===== config.mk =====
export PLATFORM = sky130hd
export DESIGN_NAME = isx_exec
export DESIGN_NICKNAME = d
export VERILOG_FILES = /design/src/isx_pkg.sv /design/src/isx_exec.sv /design/src/isx_addr.sv
export SDC_FILE = /design/constraint.sdc
export NUM_CORES = 1
export LEC_CHECK = 0
export ABC_CLOCK_PERIOD_IN_PS = 2220
export BUFFER_PORTS_ARGS = -buffer_cell sky130_fd_sc_hd__buf_2
export CELL_PAD_IN_SITES_DETAIL_PLACEMENT = 2
export CELL_PAD_IN_SITES_GLOBAL_PLACEMENT = 2
export CORE_MARGIN = 4
export CORE_UTILIZATION = 32
export CTS_BUF_LIST = sky130_fd_sc_hd__clkbuf_8
export CTS_CLUSTER_SIZE = 12
export DETAILED_ROUTE_END_ITERATION = 10
export GPL_TIMING_DRIVEN = 0
export HOLD_SLACK_MARGIN = 0.08
export PLACE_DENSITY_LB_ADDON = 0.1
export RECOVER_POWER = 25
export SLEW_MARGIN = 0
export SYNTH_ARGS = -nofsm -noshare
export SYNTH_HDL_FRONTEND = slang
export SYNTH_SLANG_ARGS = --single-unit

===== constraint.sdc =====
create_clock -name CORE_CLK -period 2.22 [get_ports CORE_CLK]
set_clock_uncertainty 0.05 [all_clocks]
set_input_delay 0.222 -clock CORE_CLK [delete_from_list [all_inputs] [get_ports CORE_CLK]]
set_output_delay 0.222 -clock CORE_CLK [all_outputs]
set_load 0.02 [all_outputs]

===== src/isx_pkg.sv =====
// Constants, opcode layouts and types for the increment-skip / OR execute slice.
// Assumes an 8-bit core with a 12-bit data address space and four phases per cycle.
package isx_pkg;

  // Opcode fields in the upper byte of the instruction word
  localparam logic [7:0] ISX_OP_OR_LIT = 8'h09;
  localparam logic [5:0] ISX_OP_OR_FILE = 6'h04;
  localparam logic [5:0] ISX_OP_INC_SNZ = 6'h12;
  localparam int ISX_OP6_MSB = 15;
  localparam int ISX_OP6_LSB = 10;
  localparam int ISX_D_BIT = 9;
  localparam int ISX_A_BIT = 8;

  // Addressing constants
  localparam logic [7:0] ISX_INDEX_LIMIT = 8'h5f;
  localparam logic [3:0] ISX_ACCESS_HIGH_BANK = 4'hf;
  localparam logic [3:0] ISX_ACCESS_LOW_BANK = 4'h0;

  // Reset values
  localparam logic [7:0] ISX_ACC_RESET = 8'h00;
  localparam logic [1:0] ISX_SKIP_RESET = 2'h0;

  // Skip lengths in whole instruction cycles
  localparam logic [1:0] ISX_SKIP_ONE_WORD = 2'h1;
  localparam logic [1:0] ISX_SKIP_TWO_WORD = 2'h2;

  // Four clock phases form one instruction cycle
  typedef enum logic [1:0] {
    ISX_Q1,
    ISX_Q2,
    ISX_Q3,
    ISX_Q4
  } isx_phase_t;

  // Operation held for the current instruction cycle
  typedef enum logic [1:0] {
    ISX_NONE,
    ISX_INC,
    ISX_ORL,
    ISX_ORF
  } isx_op_t;

endpackage


===== src/isx_exec.sv =====
// Execute slice for increment-skip-nonzero and the two OR instructions.
// Assumes the fetch pipeline presents one instruction word per cycle and the
// data memory returns read data on the clock after its read strobe.
`timescale 1ns/1ps
module isx_exec (
  input wire logic CORE_CLK, // Core clock, 125 MHz
  input wire logic RST_N, // Asynchronous reset, active low
  input wire logic INSTR_VALID, // Fetched word is present
  input wire logic [15:0] INSTR_WORD, // Fetched instruction word
  input wire logic NEXT_TWO_WORD, // Word behind the current one starts a two-word op
  input wire logic EXT_SET_EN, // Extended instruction set enabled
  input wire logic [3:0] BANK_SEL, // bank_select_register value
  input wire logic [11:0] INDEX_BASE, // Base pointer for literal-offset mode
  input wire logic [7:0] MEM_RDATA, // Data memory read data
  output logic INSTR_TAKE, // Word taken this phase
  output logic [11:0] MEM_ADDR, // Data memory address
  output logic MEM_RD, // Data memory read strobe
  output logic MEM_WR, // Data memory write strobe
  output logic [7:0] MEM_WDATA, // Data memory write data
  output logic [7:0] ACC, // Working accumulator
  output logic FLAG_N, // negative_flag
  output logic FLAG_Z, // zero_flag
  output logic SKIP_ACTIVE, // Current cycle is a forced no-operation
  output logic OP_DONE // Instruction retires this phase
);

  logic rst_sync1_reg;
  logic rst_sync2_reg;
  logic rst_n_int;
  isx_pkg::isx_phase_t phase_reg;
  isx_pkg::isx_phase_t phase_next;
  isx_pkg::isx_op_t op_reg;
  isx_pkg::isx_op_t op_next;
  logic dest_reg;
  logic [7:0] lit_reg;
  logic [11:0] addr_reg;
  logic rd_reg;
  logic wr_reg;
  logic [7:0] res_reg;
  logic [7:0] res_next;
  logic [7:0] acc_reg;
  logic n_reg;
  logic z_reg;
  logic [1:0] skip_reg;
  logic nop_reg;
  logic done_reg;
  logic [11:0] addr_next;
  logic take;

  // Reset release through two flops so no flop leaves reset on a torn edge
  always_ff @(posedge CORE_CLK or negedge RST_N) begin
    if (!RST_N) begin
      rst_sync1_reg <= 1'b0;
      rst_sync2_reg <= 1'b0;
    end else begin
      rst_sync1_reg <= 1'b1;
      rst_sync2_reg <= rst_sync1_reg;
    end
  end
  assign rst_n_int = rst_sync2_reg;

  // Operand address for the word being decoded
  isx_addr u_addr (
    .file_addr(INSTR_WORD[7:0]),
    .access_sel(INSTR_WORD[isx_pkg::ISX_A_BIT]),
    .ext_en(EXT_SET_EN),
    .bank_sel(BANK_SEL),
    .index_base(INDEX_BASE),
    .addr(addr_next),
    .indexed()
  );

  // Phase sequencer, four clocks per instruction cycle
  always_comb begin
    unique case (phase_reg)
      isx_pkg::ISX_Q1: phase_next = isx_pkg::ISX_Q2;
      isx_pkg::ISX_Q2: phase_next = isx_pkg::ISX_Q3;
      isx_pkg::ISX_Q3: phase_next = isx_pkg::ISX_Q4;
      isx_pkg::ISX_Q4: phase_next = isx_pkg::ISX_Q1;
    endcase
  end

  always_ff @(posedge CORE_CLK or negedge rst_n_int) begin
    if (!rst_n_int) begin
      phase_reg <= isx_pkg::ISX_Q1;
    end else begin
      phase_reg <= phase_next;
    end
  end

  // A word is consumed only in Q1; a missing word leaves an idle cycle.
  // Held off while the internal reset stands, else a word would be lost
  assign take = rst_n_int && (phase_reg == isx_pkg::ISX_Q1) && INSTR_VALID;

  // Decode; other opcodes fall to no-operation here
  always_comb begin
    op_next = isx_pkg::ISX_NONE;
    if (INSTR_WORD[15:8] == isx_pkg::ISX_OP_OR_LIT) begin
      op_next = isx_pkg::ISX_ORL;
    end else if (INSTR_WORD[isx_pkg::ISX_OP6_MSB:isx_pkg::ISX_OP6_LSB]
                 == isx_pkg::ISX_OP_OR_FILE) begin
      op_next = isx_pkg::ISX_ORF;
    end else if (INSTR_WORD[isx_pkg::ISX_OP6_MSB:isx_pkg::ISX_OP6_LSB]
                 == isx_pkg::ISX_OP_INC_SNZ) begin
      op_next = isx_pkg::ISX_INC;
    end
  end

  // Capture the instruction; a pending skip turns the word into a no-operation
  always_ff @(posedge CORE_CLK or negedge rst_n_int) begin
    if (!rst_n_int) begin
      op_reg <= isx_pkg::ISX_NONE;
      dest_reg <= 1'b0;
      lit_reg <= 8'h00;
      addr_reg <= 12'h000;
      nop_reg <= 1'b0;
    end else if (phase_reg == isx_pkg::ISX_Q1) begin
      if (take && (skip_reg == isx_pkg::ISX_SKIP_RESET)) begin
        op_reg <= op_next;
        dest_reg <= INSTR_WORD[isx_pkg::ISX_D_BIT];
        lit_reg <= INSTR_WORD[7:0];
        addr_reg <= addr_next;
        nop_reg <= 1'b0;
      end else begin
        op_reg <= isx_pkg::ISX_NONE;
        nop_reg <= take;
      end
    end
  end

  // Read strobe stands through Q2 for file operands
  always_ff @(posedge CORE_CLK or negedge rst_n_int) begin
    if (!rst_n_int) begin
      rd_reg <= 1'b0;
    end else begin
      rd_reg <= (phase_reg == isx_pkg::ISX_Q1) && take
                && (skip_reg == isx_pkg::ISX_SKIP_RESET)
                && ((op_next == isx_pkg::ISX_INC) || (op_next == isx_pkg::ISX_ORF));
    end
  end

  // Process data; the memory answer is valid in Q3
  always_comb begin
    unique case (op_reg)
      isx_pkg::ISX_INC: res_next = MEM_RDATA + 8'h01;
      isx_pkg::ISX_ORL: res_next = acc_reg | lit_reg;
      isx_pkg::ISX_ORF: res_next = acc_reg | MEM_RDATA;
      isx_pkg::ISX_NONE: res_next = 8'h00;
    endcase
  end

  // Result and write strobe for Q4
  always_ff @(posedge CORE_CLK or negedge rst_n_int) begin
    if (!rst_n_int) begin
      res_reg <= 8'h00;
      wr_reg <= 1'b0;
    end else if (phase_reg == isx_pkg::ISX_Q3) begin
      res_reg <= res_next;
      wr_reg <= dest_reg && ((op_reg == isx_pkg::ISX_INC)
                || (op_reg == isx_pkg::ISX_ORF));
    end else if (phase_reg == isx_pkg::ISX_Q4) begin
      wr_reg <= 1'b0;
    end
  end

  // Accumulator written at the close of Q4
  always_ff @(posedge CORE_CLK or negedge rst_n_int) begin
    if (!rst_n_int) begin
      acc_reg <= isx_pkg::ISX_ACC_RESET;
    end else if (phase_reg == isx_pkg::ISX_Q4) begin
      if (op_reg == isx_pkg::ISX_ORL) begin
        acc_reg <= res_reg;
      end else if (!dest_reg && (op_reg != isx_pkg::ISX_NONE)) begin
        acc_reg <= res_reg;
      end
    end
  end

  // Only the OR forms touch flags; carry and overflow live elsewhere untouched
  always_ff @(posedge CORE_CLK or negedge rst_n_int) begin
    if (!rst_n_int) begin
      n_reg <= 1'b0;
      z_reg <= 1'b0;
    end else if ((phase_reg == isx_pkg::ISX_Q4)
                 && ((op_reg == isx_pkg::ISX_ORL) || (op_reg == isx_pkg::ISX_ORF))) begin
      n_reg <= res_reg[7];
      z_reg <= (res_reg == 8'h00);
    end
  end

  // Skip budget: one cycle, or two when the discarded word opens a two-word op
  always_ff @(posedge CORE_CLK or negedge rst_n_int) begin
    if (!rst_n_int) begin
      skip_reg <= isx_pkg::ISX_SKIP_RESET;
    end else if ((phase_reg == isx_pkg::ISX_Q4) && (op_reg == isx_pkg::ISX_INC)
                 && (res_reg != 8'h00)) begin
      skip_reg <= NEXT_TWO_WORD ? isx_pkg::ISX_SKIP_TWO_WORD
                                : isx_pkg::ISX_SKIP_ONE_WORD;
    end else if (take && (skip_reg != isx_pkg::ISX_SKIP_RESET)) begin
      skip_reg <= skip_reg - 2'h1;
    end
  end

  // Retire marker stands through Q4 of every taken word except an undecoded opcode outside a skip, which retires nothing
  always_ff @(posedge CORE_CLK or negedge rst_n_int) begin
    if (!rst_n_int) begin
      done_reg <= 1'b0;
    end else begin
      done_reg <= (phase_reg == isx_pkg::ISX_Q3)
                  && ((op_reg != isx_pkg::ISX_NONE) || nop_reg);
    end
  end

  // Outputs
  assign INSTR_TAKE = take;
  assign MEM_ADDR = addr_reg;
  assign MEM_RD = rd_reg;
  assign MEM_WR = wr_reg;
  assign MEM_WDATA = res_reg;
  assign ACC = acc_reg;
  assign FLAG_N = n_reg;
  assign FLAG_Z = z_reg;
  assign SKIP_ACTIVE = nop_reg;
  assign OP_DONE = done_reg;

endmodule


===== src/isx_addr.sv =====
// Operand address resolver for the byte-oriented file instructions.
// Assumes bank_select and the index base come settled from the same clock domain.
`timescale 1ns/1ps
module isx_addr (
  input wire logic [7:0] file_addr, // 8-bit file field of the opcode
  input wire logic access_sel, // a bit: 0 access bank, 1 banked
  input wire logic ext_en, // Extended instruction set enabled
  input wire logic [3:0] bank_sel, // bank_select_register value
  input wire logic [11:0] index_base, // Base pointer for literal-offset mode
  output logic [11:0] addr, // Resolved data address
  output logic indexed // Operand uses literal-offset mode
);

  // Literal-offset mode only covers the low part of the access window
  always_comb begin
    indexed = ext_en && !access_sel && (file_addr <= isx_pkg::ISX_INDEX_LIMIT);
    if (indexed) begin
      addr = 12'(index_base + {4'h0, file_addr}); // Wraps inside data space
    end else if (access_sel) begin
      addr = {bank_sel, file_addr};
    end else if (file_addr <= isx_pkg::ISX_INDEX_LIMIT) begin
      addr = {isx_pkg::ISX_ACCESS_LOW_BANK, file_addr};
    end else begin
      addr = {isx_pkg::ISX_ACCESS_HIGH_BANK, file_addr};
    end
  end

endmodule


# Word-level counts from Yosys, hierarchy flattened
# Cells that the tools add are included.
[classes]
reduce_logical = 33
n_mul = 0
add_sub_neg = 3
shifts = 0
mux = 17
n_eq_ne = 11
bitwise = 2
n_div = 0
n_lt_le_gt_ge = 1
[op_table]
columns = ["operator", "n"]
rows = [
  ["$mux W12", 3],
  ["$pmux W8 S4", 1],
  ["$mux W8", 2],
  ["$or A8 B8 Y8", 2],
  ["$logic_and A1 B1 Y1", 15],
  ["$add A12 B8 Y12", 1],
  ["$mux W2", 6],
  ["$eq A2 B2 Y1 const B", 5],
  ["$reduce_bool A2 Y1", 5],
  ["$add A8 B1 Y8 const B", 1],
  ["$eq A8 B4 Y1 const B", 1],
  ["$le A8 B7 Y1 const B", 1],
  ["$logic_not A8 Y1", 1],
  ["$pmux W2 S4", 1],
  ["$reduce_bool A8 Y1", 1],
  ["$eq A2 B1 Y1 const B", 3],
  ["$eq A6 B3 Y1 const B", 1],
  ["$eq A6 B5 Y1 const B", 1],
  ["$logic_not A2 Y1", 3],
  ["$logic_or A1 B1 Y1", 4],
  ["$mux W1", 4],
  ["$reduce_and A2 Y1", 2],
  ["$logic_not A1 Y1", 2],
  ["$sub A2 B1 Y2 const B", 1],
]
[word_totals]
mem_bits_ro = 0
n_memories = 0
input_bits = 45
out_inout_bits = 35
latch_bits = 0
reg_bits = 51
ramBits = 0
elab_cells = 83

# Longest topological paths before layout
# Gate-level depths: netlist (run 1).
[logic_depth]
ltp_word = 7
depth_mapped = 9
ltp_nobuf = 9

# Hierarchy
# A second synthesis (run 1) with hierarchy kept.
[hier_totals]
hier_cells = 269
hier_area_um2 = 2886.5
[modules_own_cells]
columns = ["module", "seq_area_each_um2", "area_each_um2", "cells_per_inst", "n_inst"]
rows = [
  ["isx_exec", 1276.2, 2297.2, 189, 1],
  ["isx_addr", 0.0, 589.3, 80, 1],
]

# Least setup slack after synthesis (run 1)
# No wires, ideal clock.
[synth_timing]
kind = "flip-flop to flip-flop"
startpoint = "register rst_sync2_reg (netlist: rst_n_int)"
endpoint = "register op_reg[1]"
n_path_buf = 1
path_slack_ps = -495
required_ps = 2075
arrival_time_ps = 2569
setup_ps = 95
period_less_slack_ps = 2715
stages_incl_launch_ff = 6
cell_sequence = "dfrtp_1 -> and3_1 -> buf_6 -> nand2_4 -> or4_4 -> o32ai_2"
[synth_via]
elab_chain_cells = 4
[synth_rtl]
columns = ["item", "line_no", "source"]
rows = [
  ["start: declaration", "isx_exec.sv:28", "logic rst_sync2_reg;"],
  ["start signal: assignment", "isx_exec.sv:57", "rst_sync2_reg <= rst_sync1_reg;"],
  ["$logic_and A1 B1 Y1 (2 in series)", "isx_exec.sv:93", "assign take = rst_n_int && (phase_reg == isx_pkg::ISX_Q1) && INSTR_VALID;"],
  ["net INSTR_TAKE", "isx_exec.sv:15", "output logic INSTR_TAKE,"],
  ["$logic_and A1 B1 Y1", "isx_exec.sv:118", "if (take && (skip_reg == isx_pkg::ISX_SKIP_RESET)) begin"],
  ["$mux W2", "isx_exec.sv:118", ""],
  ["end signal: assignment", "isx_exec.sv:112", "op_reg <= isx_pkg::ISX_NONE;"],
  ["end signal: assignment", "isx_exec.sv:119", "op_reg <= op_next;"],
  ["end signal: assignment", "isx_exec.sv:125", "op_reg <= isx_pkg::ISX_NONE;"],
  ["end: declaration", "isx_exec.sv:32", "isx_pkg::isx_op_t op_reg;"],
]
# The timed path passes the listed nets, and every way through them passes these cells.
# A chain may end at the register's enable or synchronous reset.

# Worst setup path in the final report (run 1)
[layout_timing]
startpoint = "register phase_reg[0]"
endpoint = "register op_reg[1]"
[layout_via]
elab_chain_cells = 5
[layout_rtl]
columns = ["item", "line_no", "source"]
rows = [
  ["start: declaration", "isx_exec.sv:30", "isx_pkg::isx_phase_t phase_reg;"],
  ["start signal: assignment", "isx_exec.sv:85", "phase_reg <= isx_pkg::ISX_Q1;"],
  ["start signal: assignment", "isx_exec.sv:87", "phase_reg <= phase_next;"],
  ["$logic_not A2 Y1 (*)", "isx_exec.sv:93, isx_exec.sv:117", ""],
  ["$logic_and A1 B1 Y1 (2 in series)", "isx_exec.sv:93", ""],
  ["$logic_and A1 B1 Y1", "isx_exec.sv:118", ""],
  ["$mux W2", "isx_exec.sv:118", ""],
]
# Mark *: on every way between the ends. The rest lies on a longest branch, timed or not.

==> reports/results.txt, run 1 <==
CORE AREA: 0.00838 mm²
sequential area share after synthesis: 0.453
crit path max fanout: 7
GR Overflow Total: 0
number of I/O port buffers: 79
CP Capture Type: register
fill count: 985
pre-CTS WS: -0.396 ns
Via Count: 2,471
Net Count, Synth: 346
First DRT Iteration DRCs: 31
Synth cell types: 48
Die Height: 102 µm
hold slack: 0.0845 ns
final wirelength: 8.72 mm
Worst VDD drop: 0.000224 V
CTS tree: done
H-tree depth: 2
synthesized area: 0.00282 mm²
drt wl/cell: 18.2 µm
post-detail-place hpwl: 6.69 mm
top cell family by delay on the critical path: simple AND/OR/NAND/NOR gates
Design Power: 2.15 mW
DIE AREA: 0.0104 mm²
clock latency on the worst-skew pair: 0.31 ns
ys async rst share: 1.00
Compound-Gate Fraction of Synth Area: 0.162
Max Cap Viol: 0
status: finished, final reports clean
DR DRC count: 0
R2R Setup Slk: 0.17 ns
layout cells sized above 1: 0.309
die span in x: 102 µm
Ys Warns: 0
Post-synth EDFFs: 0
GR Util All Layers: 0.175
cts bufs inserted: 5
minimum clock period: 2.05 ns
worst-path cell chain: inv_1, ha_1, and3_1, buf_6, nand2_4, or4_4, o32ai_2
share of the synthesized area in the top cell type: 0.453
leakage: 1.70 nW
fmax: 489 MHz
met3 wire len: 260 µm
Largest register FFs: 12
min-delay worst type: input pin to register
CTS root buf: clkbuf_8
met2 routed WL: 4.46 mm
CP max-delay cell: or4_4
largest stage delay on the critical path: 0.45 ns
mux contribution to synthesized area: 0.0937
DRT Pass-1 Iters: 4
met1 wire length: 3.93 mm
CTS Buffer Depth: 2
Fin. Hold Viols: 0
# diodes: 0
register area: 0.00128 mm²
hold depth: 3
CP startpoint kind: register
critical path depth: 7
WS Path Type: register to register
Worst Path Buf+Inv: 2
Finish-stage setup viols: 0
vias in the first global route: 2,757
RSZ-0062 raised after global routing: no
Synth Area per Inst: 9.85 µm²
Slew @ Worst Pin: 1.20 ns
main combinational cell family by area after synthesis: compound AO/OA/AOI/OAI gates
first-pass GRT wire length: 14.4 mm
DRT antenna net count: 0
# clock sinks: 51
I/O pins: 80
top-count cell post-synth: dfrtp_1
area of the multi-input gates: 0.00143 mm²
Commonest cells post-synth: dfrtp_1 (51), nand2_1 (27), o21ai_0 (26)
Synth Area in Simple Gates: 0.143
Initial Utilization: 0.336
pwr/cell area: 619 mW/mm²
crit path DAT: 2.21 ns
Synth area leader: dfrtp_1
Setup Total Neg Slack: 0 ns
DR top layer: met4
register clock-pin slew on the reported worst setup and hold paths: 0.10 ns
P&R area growth vs syn: 23.2%
adder-cell share of the synthesized area: 0.0693
fin. max-slew vios: 0
Slew HR: 0.197
number of synthesized register bits: 51
Req. time, crit path: 2.39 ns
largest cells by area after synthesis: dfrtp_1 (45%), mux2_2 (7.2%), ha_1 (6.2%), o21ai_0 (4.6%), nand2_1 (3.6%)
Final Core Density: 0.414
initial antenna violation count: 0
vias per inst: 5.15
largest net degree at the start of global routing: 27
ratio of final minimum period to clock period: 0.922
Synth Instances: 286
row count: 33
Layout Nets: 434
Final WS setup: 0.173 ns
Top FF cell, synth: dfrtp_1
GPL Wtd Cong: 0.784
XOR/XNOR share of the synthesized area: 0.0373
cell count of the worst reg-to-reg path: 7
[through the flow]
stage	std cells	instance area, µm²
CTS	480	3480
global route	480	3470
floorplan	286	2820
detailed placement	470	3340
global placement	470	3340
finish	480	3470
[layout by cell type (no fill, tap or decap), types with 2 or more instances in the layout]
| cell type | instances |
|---|---|
| a211oi_1 | 3 |
| a21oi_1 | 15 |
| a31oi_1 | 6 |
| and3_1 | 2 |
| buf_1 | 2 |
| buf_2 | 81 |
| clkbuf_1 | 5 |
| clkbuf_8 | 6 |
| dfrtp_1 | 50 |
| ha_1 | 14 |
| inv_1 | 17 |
| mux2_2 | 18 |
| mux2i_1 | 5 |
| nand2_1 | 27 |
| nand3_1 | 6 |
| nand4_1 | 5 |
| nor2_1 | 19 |
| nor2b_1 | 8 |
| nor3_1 | 5 |
| o211ai_1 | 2 |
| o21a_1 | 4 |
| o21ai_0 | 26 |
| o22ai_1 | 5 |
| or3_1 | 2 |
| or4_1 | 2 |
| xnor2_1 | 8 |
| xor2_1 | 4 |
[area by class of cell]
cell class,instances,area share
Timing Repair Buffer,81,0.120
Clock buffer,6,0.0238
Buffer,10,0.0141
Clock inverter,2,0.00469
Inverter,17,0.0184
Multi-Input combinational cell,208,0.412
Tap cell,105,0.0379
Sequential cell,51,0.369
[path summary, 6_finish.rpt]
| path | start | end |
|---|---|---|
| max | phase_reg[0]$_DFF_PN0_ | op_reg[1]$_DFFE_PN0N_ |
| max in group asynchronous | rst_n_int$_DFF_PN0_ | skip_reg[0]$_DFFE_PN0P_ |
| min | NEXT_TWO_WORD | skip_reg[1]$_DFFE_PN0P_ |
| min reg2reg | rst_n_int$_DFF_PN0_ | lit_reg[4]$_DFFE_PN0P_ |
| max reg2reg | phase_reg[0]$_DFF_PN0_ | op_reg[1]$_DFFE_PN0N_ |
| min in group asynchronous | RST_N | rst_sync1_reg$_DFF_PN0_ |
[kinds of logic (layout without fill, tap and decap cells)]
family	after synthesis	in the layout
compound gates	73	73
xor+xnor	12	12
fa+ha+maj	15	15
buf+inv	27	116
flops	51	51
mux	24	24
other cells	1	1
simple gates	83	83
[worst min-delay path, cell delays in order]
cell,delay (ns)
buf_2,0.08
nand2_1,0.05
o21ai_0,0.06
[metal layers]
layer,global-route usage,vias up
li1,-,1182
met1,0.232,1230
met5,0,-
met2,0.306,53
met3,0.0198,6
met4,0.0424,0
[where the power goes]
| group | switching (mW) | internal, mW |
|---|---|---|
| Sequential | 0.0576 | 1.01 |
| Clock | 0.337 | 0.256 |
| Combinational | 0.284 | 0.204 |
[what timing repair did]
item / in CTS / in global routing
resized for setup: 1 / 1
buffers inserted: 1 / 0
endpoints found under the hold margin: 2 / 0
hold buffers: 1 / 0
setup endpoints to repair: 27 / 1
gates cloned: 0 / 0
(Power assumes the default switching activity.)
==> inputs of run 2 (changes only) <==
- ABC_CLOCK_PERIOD_IN_PS: 2220 -> 2150
- clock period: 2.22 -> 2.15 ns (I/O delays scaled with it)
==> run 2 against run 1 <==
Critical path depth is the same. Cell area grew 0.90%. Core utilization grew 0.37 points. Routed wire length shrank 3.6%. Register-to-register slack lost 0.04 ns. Worst setup slack lost 0.037 ns. Non-clock buffer count grew 1. Total power grew 8.6%. Combinational power grew 2%.
==> reports/results.txt, run 2 (synthesis gave the netlist of run 1 again) <==
H-tree depth: 2 (unchanged)
die span in x: 102 µm (unchanged)
final wirelength: 8.41 mm (was 8.72 mm)
commonest non-fill, non-tap cell in the layout: buf_2 (unchanged)
layout cells sized above 1: 0.309 (about the same)
# diodes: 0 (unchanged)
CORE AREA: 0.00838 mm² (unchanged)
WS Path Type: register to register (unchanged)
first-pass GRT wire length: 13.5 mm (was 14.4 mm)
Via Count: 2,492 (was 2,471)
non-filler cells, final: 481 (was 480)
First DRT Iteration DRCs: 35 (was 31)
GPL Wtd Cong: 0.768 (was 0.784)
CTS tree: done (unchanged)
CTS Buffer Depth: 2 (unchanged)
Final WS setup: 0.136 ns (was 0.173 ns)
critical path depth: 7 (unchanged)
Die Height: 102 µm (unchanged)
DIE AREA: 0.0104 mm² (unchanged)
Cells after DPL: 470 (unchanged)
vias per inst: 5.18 (was 5.15)
post-detail-place hpwl: 6.66 mm (was 6.69 mm)
commonest non-fill, non-tap cells in the layout: buf_2 (81), dfrtp_1 (50), nand2_1 (27) (unchanged)
largest net degree at the start of global routing: 27 (unchanged)
Slew @ Worst Pin: 1.16 ns (was 1.20 ns)
Setup Total Neg Slack: 0 ns (unchanged)
crit path DAT: 2.18 ns (was 2.21 ns)
minimum clock period: 2.01 ns (was 2.05 ns)
DRT Pass-1 Iters: 4 (unchanged)
fin. max-slew vios: 0 (unchanged)
Fin. Hold Viols: 0 (unchanged)
Slew HR: 0.225 (was 0.197)
pwr/cell area: 666 mW/mm² (was 619 mW/mm²)
cell count of the worst reg-to-reg path: 7 (unchanged)
DR DRC count: 0 (unchanged)
I/O pins: 80 (unchanged)
worst reg2reg path startpoint: phase_reg[0]$_DFF_PN0_ (unchanged)
Max Cap Viol: 0 (unchanged)
DRT antenna net count: 0 (unchanged)
worst-path cell chain: inv_1, ha_1, and3_1, buf_6, nand2_4, or4_4, o32ai_2 (unchanged)
CTS root buf: clkbuf_8 (unchanged)
clock latency on the worst-skew pair: 0.31 ns (about the same)
leakage: 1.72 nW (was 1.70 nW)
Post-DP Area: 0.00335 mm² (was 0.00334 mm²)
GR Util All Layers: 0.167 (was 0.175)
# clock sinks: 51 (unchanged)
initial antenna violation count: 0 (unchanged)
Layout Nets: 435 (was 434)
RSZ-0062 raised after global routing: no (unchanged)
Worst VDD drop: 0.000234 V (was 0.000224 V)
fill count: 987 (was 985)
vias in the first global route: 2,682 (was 2,757)
Initial Utilization: 0.336 (unchanged)
CP startpoint: phase_reg[0]$_DFF_PN0_ (unchanged)
Finish-stage setup viols: 0 (unchanged)
drt wl/cell: 17.5 µm (was 18.2 µm)
final instance area: 0.00350 mm² (was 0.00347 mm²)
Largest register FFs: 12 (unchanged)
row count: 33 (unchanged)
ratio of final minimum period to clock period: 0.937 (was 0.922)
largest stage delay on the critical path: 0.45 ns (about the same)
Design Power: 2.33 mW (was 2.15 mW)
Req. time, crit path: 2.32 ns (was 2.39 ns)
CP startpoint kind: register (unchanged)
min-delay worst type: input pin to register (unchanged)
number of I/O port buffers: 79 (unchanged)
pre-CTS WS: -0.179 ns (was -0.396 ns)
fmax: 497 MHz (was 489 MHz)
min-delay src: NEXT_TWO_WORD (unchanged)
top cell family by delay on the critical path: simple AND/OR/NAND/NOR gates (unchanged)
GR Overflow Total: 0 (unchanged)
Worst Path Buf+Inv: 2 (unchanged)
register clock-pin slew on the reported worst setup and hold paths: 0.10 ns (about the same)
crit path max fanout: 7 (unchanged)
CP max-delay cell: or4_4 (unchanged)
P&R area growth vs syn: 24.3% (was 23.2%)
status: finished, final reports clean (unchanged)
Final Core Density: 0.418 (was 0.414)
CP Capture Type: register (unchanged)
cts bufs inserted: 5 (unchanged)
hold depth: 3 (unchanged)
hold slack: 0.0888 ns (was 0.0845 ns)
==> run 2: changes by cell type in the layout (fill, tap and decap cells not counted), sizes merged <==
| cell | previous run | this run |
|---|---|---|
| bufinv | 0 | 1 |
| clkinv | 1 | 0 |
| clkinvlp | 1 | 0 |
| dlygate4sd3 | 1 | 2 |
| inv | 17 | 18 |
==> run 2: power by group <==
group / switching, mW / leakage, nW / internal (mW) / total, mW
Sequential: 0.0592 / 0.663 / 1.04 / 1.10
Clock: 0.351 / 0.0618 / 0.384 / 0.735
Combinational: 0.285 / 0.994 / 0.211 / 0.496
Total: 0.695 / 1.72 / 1.64 / 2.33
==> run 2: worst min-delay path: cells and delay by family <==
kind	cells	cell delay [ns]
buffers and inverters	1	0.08
AO/OA/AOI/OAI	1	0.07
AND/OR/NAND/NOR	1	0.05
==> run 2: timing repair <==
action / CTS / global route
setup endpoints to repair: 4 / 2
hold endpoints to repair: 2 / 1
resized for setup: 0 / 2
hold buffers: 1 / 1
setup buffers: 1 / 0
==> run 2: routing by layer <==
| layer | routed length [µm] | track usage |
|---|---|---|
| met5 | 0 | 0 |
| met4 | 166 | 0.0555 |
| met3 | 279 | 0.0253 |
| met2 | 4230 | 0.298 |
| met1 | 3730 | 0.206 |
==> run 2: final timing paths <==
kind	slack [ns]	endpoint
max	0.14	op_reg[1]$_DFFE_PN0N_
min	0.09	skip_reg[1]$_DFFE_PN0P_
max reg2reg	0.14	op_reg[1]$_DFFE_PN0N_
min reg2reg	0.20	op_reg[0]$_DFFE_PN0N_
max in group asynchronous	0.36	ACC[4]$_DFFE_PN0P_
min in group asynchronous	0.16	rst_n_int$_DFF_PN0_
==> run 2: area by class of cell <==
type,instances,area [µm²],area share
multi-input cells,208,1430,0.408
flip-flops and latches,51,1280,0.366
repair buffers,82,427,0.122
well taps,105,131,0.0375
clock buffers,6,82.6,0.0236
inverters,17,63.8,0.0182
plain buffers,10,50.0,0.0143
clock inverters,2,38.8,0.0111
==> inputs of run 3 (changes only) <==
- BUFFER_PORTS_ARGS: -buffer_cell sky130_fd_sc_hd__buf_2 -> -buffer_cell sky130_fd_sc_hd__clkbuf_2
- GPL_ROUTABILITY_DRIVEN: not set -> 0
==> run 3 against run 2 <==
Global-route usage grew 0.65 points. Worst hold slack gained 0.033 ns. Core utilization shrank 0.075 points. Routed wire length grew 0.33%. Largest cell class unchanged. Highest routed layer unchanged.
==> reports/results.txt, run 3 (synthesis gave the netlist of run 1 again) <==
CTS root buf: clkbuf_8 (unchanged)
Req. time, crit path: 2.33 ns (was 2.32 ns)
clock latency on the worst-skew pair: 0.31 ns (about the same)
Initial Utilization: 0.336 (unchanged)
min-delay worst type: input pin to register (unchanged)
met2 routed WL: 4.34 mm (was 4.23 mm)
first-pass GRT wire length: 14.0 mm (was 13.5 mm)
DR DRC count: 0 (unchanged)
min-delay src: INSTR_WORD[9] (was NEXT_TWO_WORD)
fmax: 502 MHz (was 497 MHz)
CP max-delay cell: or4_4 (unchanged)
drt wl/cell: 17.5 µm (about the same)
non-filler cells, final: 482 (was 481)
CP startpoint kind: register (unchanged)
Max Cap Viol: 0 (unchanged)
register clock-pin slew on the reported worst setup and hold paths: 0.10 ns (about the same)
Finish-stage setup viols: 0 (unchanged)
row count: 33 (unchanged)
worst reg2reg path startpoint: phase_reg[0]$_DFF_PN0_ (unchanged)
WS Path Type: register to register (unchanged)
CTS Buffer Depth: 2 (unchanged)
Design Power: 2.28 mW (was 2.33 mW)
pwr/cell area: 653 mW/mm² (was 666 mW/mm²)
final wirelength: 8.44 mm (was 8.41 mm)
Post-DP Area: 0.00335 mm² (unchanged)
DRT antenna net count: 0 (unchanged)
crit path max fanout: 7 (unchanged)
cts bufs inserted: 5 (unchanged)
vias in the first global route: 2,720 (was 2,682)
number of I/O port buffers: 79 (unchanged)
Worst VDD drop: 0.000265 V (was 0.000234 V)
final instance area: 0.00349 mm² (was 0.00350 mm²)
P&R area growth vs syn: 24.1% (was 24.3%)
# clock sinks: 51 (unchanged)
layout cells sized above 1: 0.310 (was 0.309)
CTS tree: done (unchanged)
met3 wire len: 267 µm (was 279 µm)
leakage: 1.70 nW (was 1.72 nW)
largest stage delay on the critical path: 0.46 ns (was 0.45 ns)
Cells after DPL: 470 (unchanged)
GR Overflow Total: 0 (unchanged)
crit path DAT: 2.17 ns (was 2.18 ns)
largest net degree at the start of global routing: 27 (unchanged)
post-detail-place hpwl: 6.78 mm (was 6.66 mm)
top cell family by delay on the critical path: simple AND/OR/NAND/NOR gates (unchanged)
Largest register FFs: 12 (unchanged)
hold slack: 0.122 ns (was 0.0888 ns)
minimum clock period: 1.99 ns (was 2.01 ns)
vias per inst: 5.19 (was 5.18)
CORE AREA: 0.00838 mm² (unchanged)
Worst Path Buf+Inv: 2 (unchanged)
I/O pins: 80 (unchanged)
GR Util All Layers: 0.173 (was 0.167)
Via Count: 2,501 (was 2,492)
ratio of final minimum period to clock period: 0.927 (was 0.937)
CP Capture Type: register (unchanged)
commonest non-fill, non-tap cell in the layout: clkbuf_2 (was buf_2)
CP startpoint: phase_reg[0]$_DFF_PN0_ (unchanged)
Die Height: 102 µm (unchanged)
met1 wire length: 3.74 mm (was 3.73 mm)
# diodes: 0 (unchanged)
worst-path cell chain: inv_1, ha_1, and3_1, buf_6, nand2_4, or4_4, o32ai_2 (unchanged)
Slew @ Worst Pin: 0.947 ns (was 1.16 ns)
die span in x: 102 µm (unchanged)
First DRT Iteration DRCs: 36 (was 35)
DRT Pass-1 Iters: 4 (unchanged)
H-tree depth: 2 (unchanged)
commonest non-fill, non-tap cells in the layout: clkbuf_2 (80), dfrtp_1 (50), nand2_1 (27) (was buf_2 (81), dfrtp_1 (50), nand2_1 (27))
Slew HR: 0.366 (was 0.225)
DR top layer: met4 (unchanged)
DIE AREA: 0.0104 mm² (unchanged)
Fin. Hold Viols: 0 (unchanged)
status: finished, final reports clean (unchanged)
initial antenna violation count: 0 (unchanged)
fin. max-slew vios: 0 (unchanged)
RSZ-0062 raised after global routing: no (unchanged)
Layout Nets: 436 (was 435)
-- run 3: changes by cell type in the layout (fill, tap and decap cells not counted), sizes merged --
cell,delta
clkbuf,+78
dlygate4sd3,+1
clkinvlp,+1
dlymetal6s4s,-1
buf,-78
-- run 3: metal layers --
layer  track usage  vias up
li1              -     1191
met3        0.0246        6
met4        0.0484        0
met1         0.221     1254
met2         0.307       50
met5             0        -
-- run 3: repair_timing --
action | CTS | global route
buffers inserted | 1 | 0
setup endpoints to repair | 5 | 2
hold buffers | 2 | 1
gates resized for setup | 0 | 3
endpoints found under the hold margin | 3 | 1
-- run 3: worst paths after layout --
kind	endpoint	slack, ns	cells past startpoint
hold reg to reg	MEM_WDATA[1]$_DFFE_PN0P_	0.20	0
hold / removal	dest_reg$_DFFE_PN0P_	0.12	3
setup / recovery	op_reg[1]$_DFFE_PN0N_	0.16	7
min in group asynchronous	rst_sync1_reg$_DFF_PN0_	0.17	2
setup reg to reg	op_reg[1]$_DFFE_PN0N_	0.16	7
max in group asynchronous	op_reg[1]$_DFFE_PN0N_	0.89	1
-- run 3: area by class of cell --
class                           count  area, µm²
Buffer                             10       50.0
Clock inverter                      3       41.3
Multi-Input combinational cell    208       1430
Fill cell                         990       4890
Tap cell                          105        131
Sequential cell                    51       1280
Clock buffer                        5       68.8
Timing Repair Buffer               83        429
Inverter                           17       63.8
-- run 3: tightest hold or removal path, cell delays in order --
cell and delay, ns:
clkbuf_2 0.08, inv_1 0.06, o21ai_0 0.08
-- run 3: where the power goes --
group | leakage, nW | internal, mW | switching (mW)
combinational | 0.980 | 0.212 | 0.294
sequential | 0.663 | 1.04 | 0.0597
clock | 0.0556 | 0.343 | 0.331
-- run 3: per-stage QoR --
| stage | util | setup TNS [ns] | worst slack [ns] |
|---|---|---|---|
| final | 0.417 | 0 | 0.156 |
| after global routing | 0.417 | 0 | 0.00900 |
| after CTS | 0.417 | 0 | 0.102 |
| after detailed placement | 0.399 | -0.550 | -0.193 |
| after global placement | 0.399 | -0.354 | -0.168 |
| after floorplan | - | 0 | 0.139 |
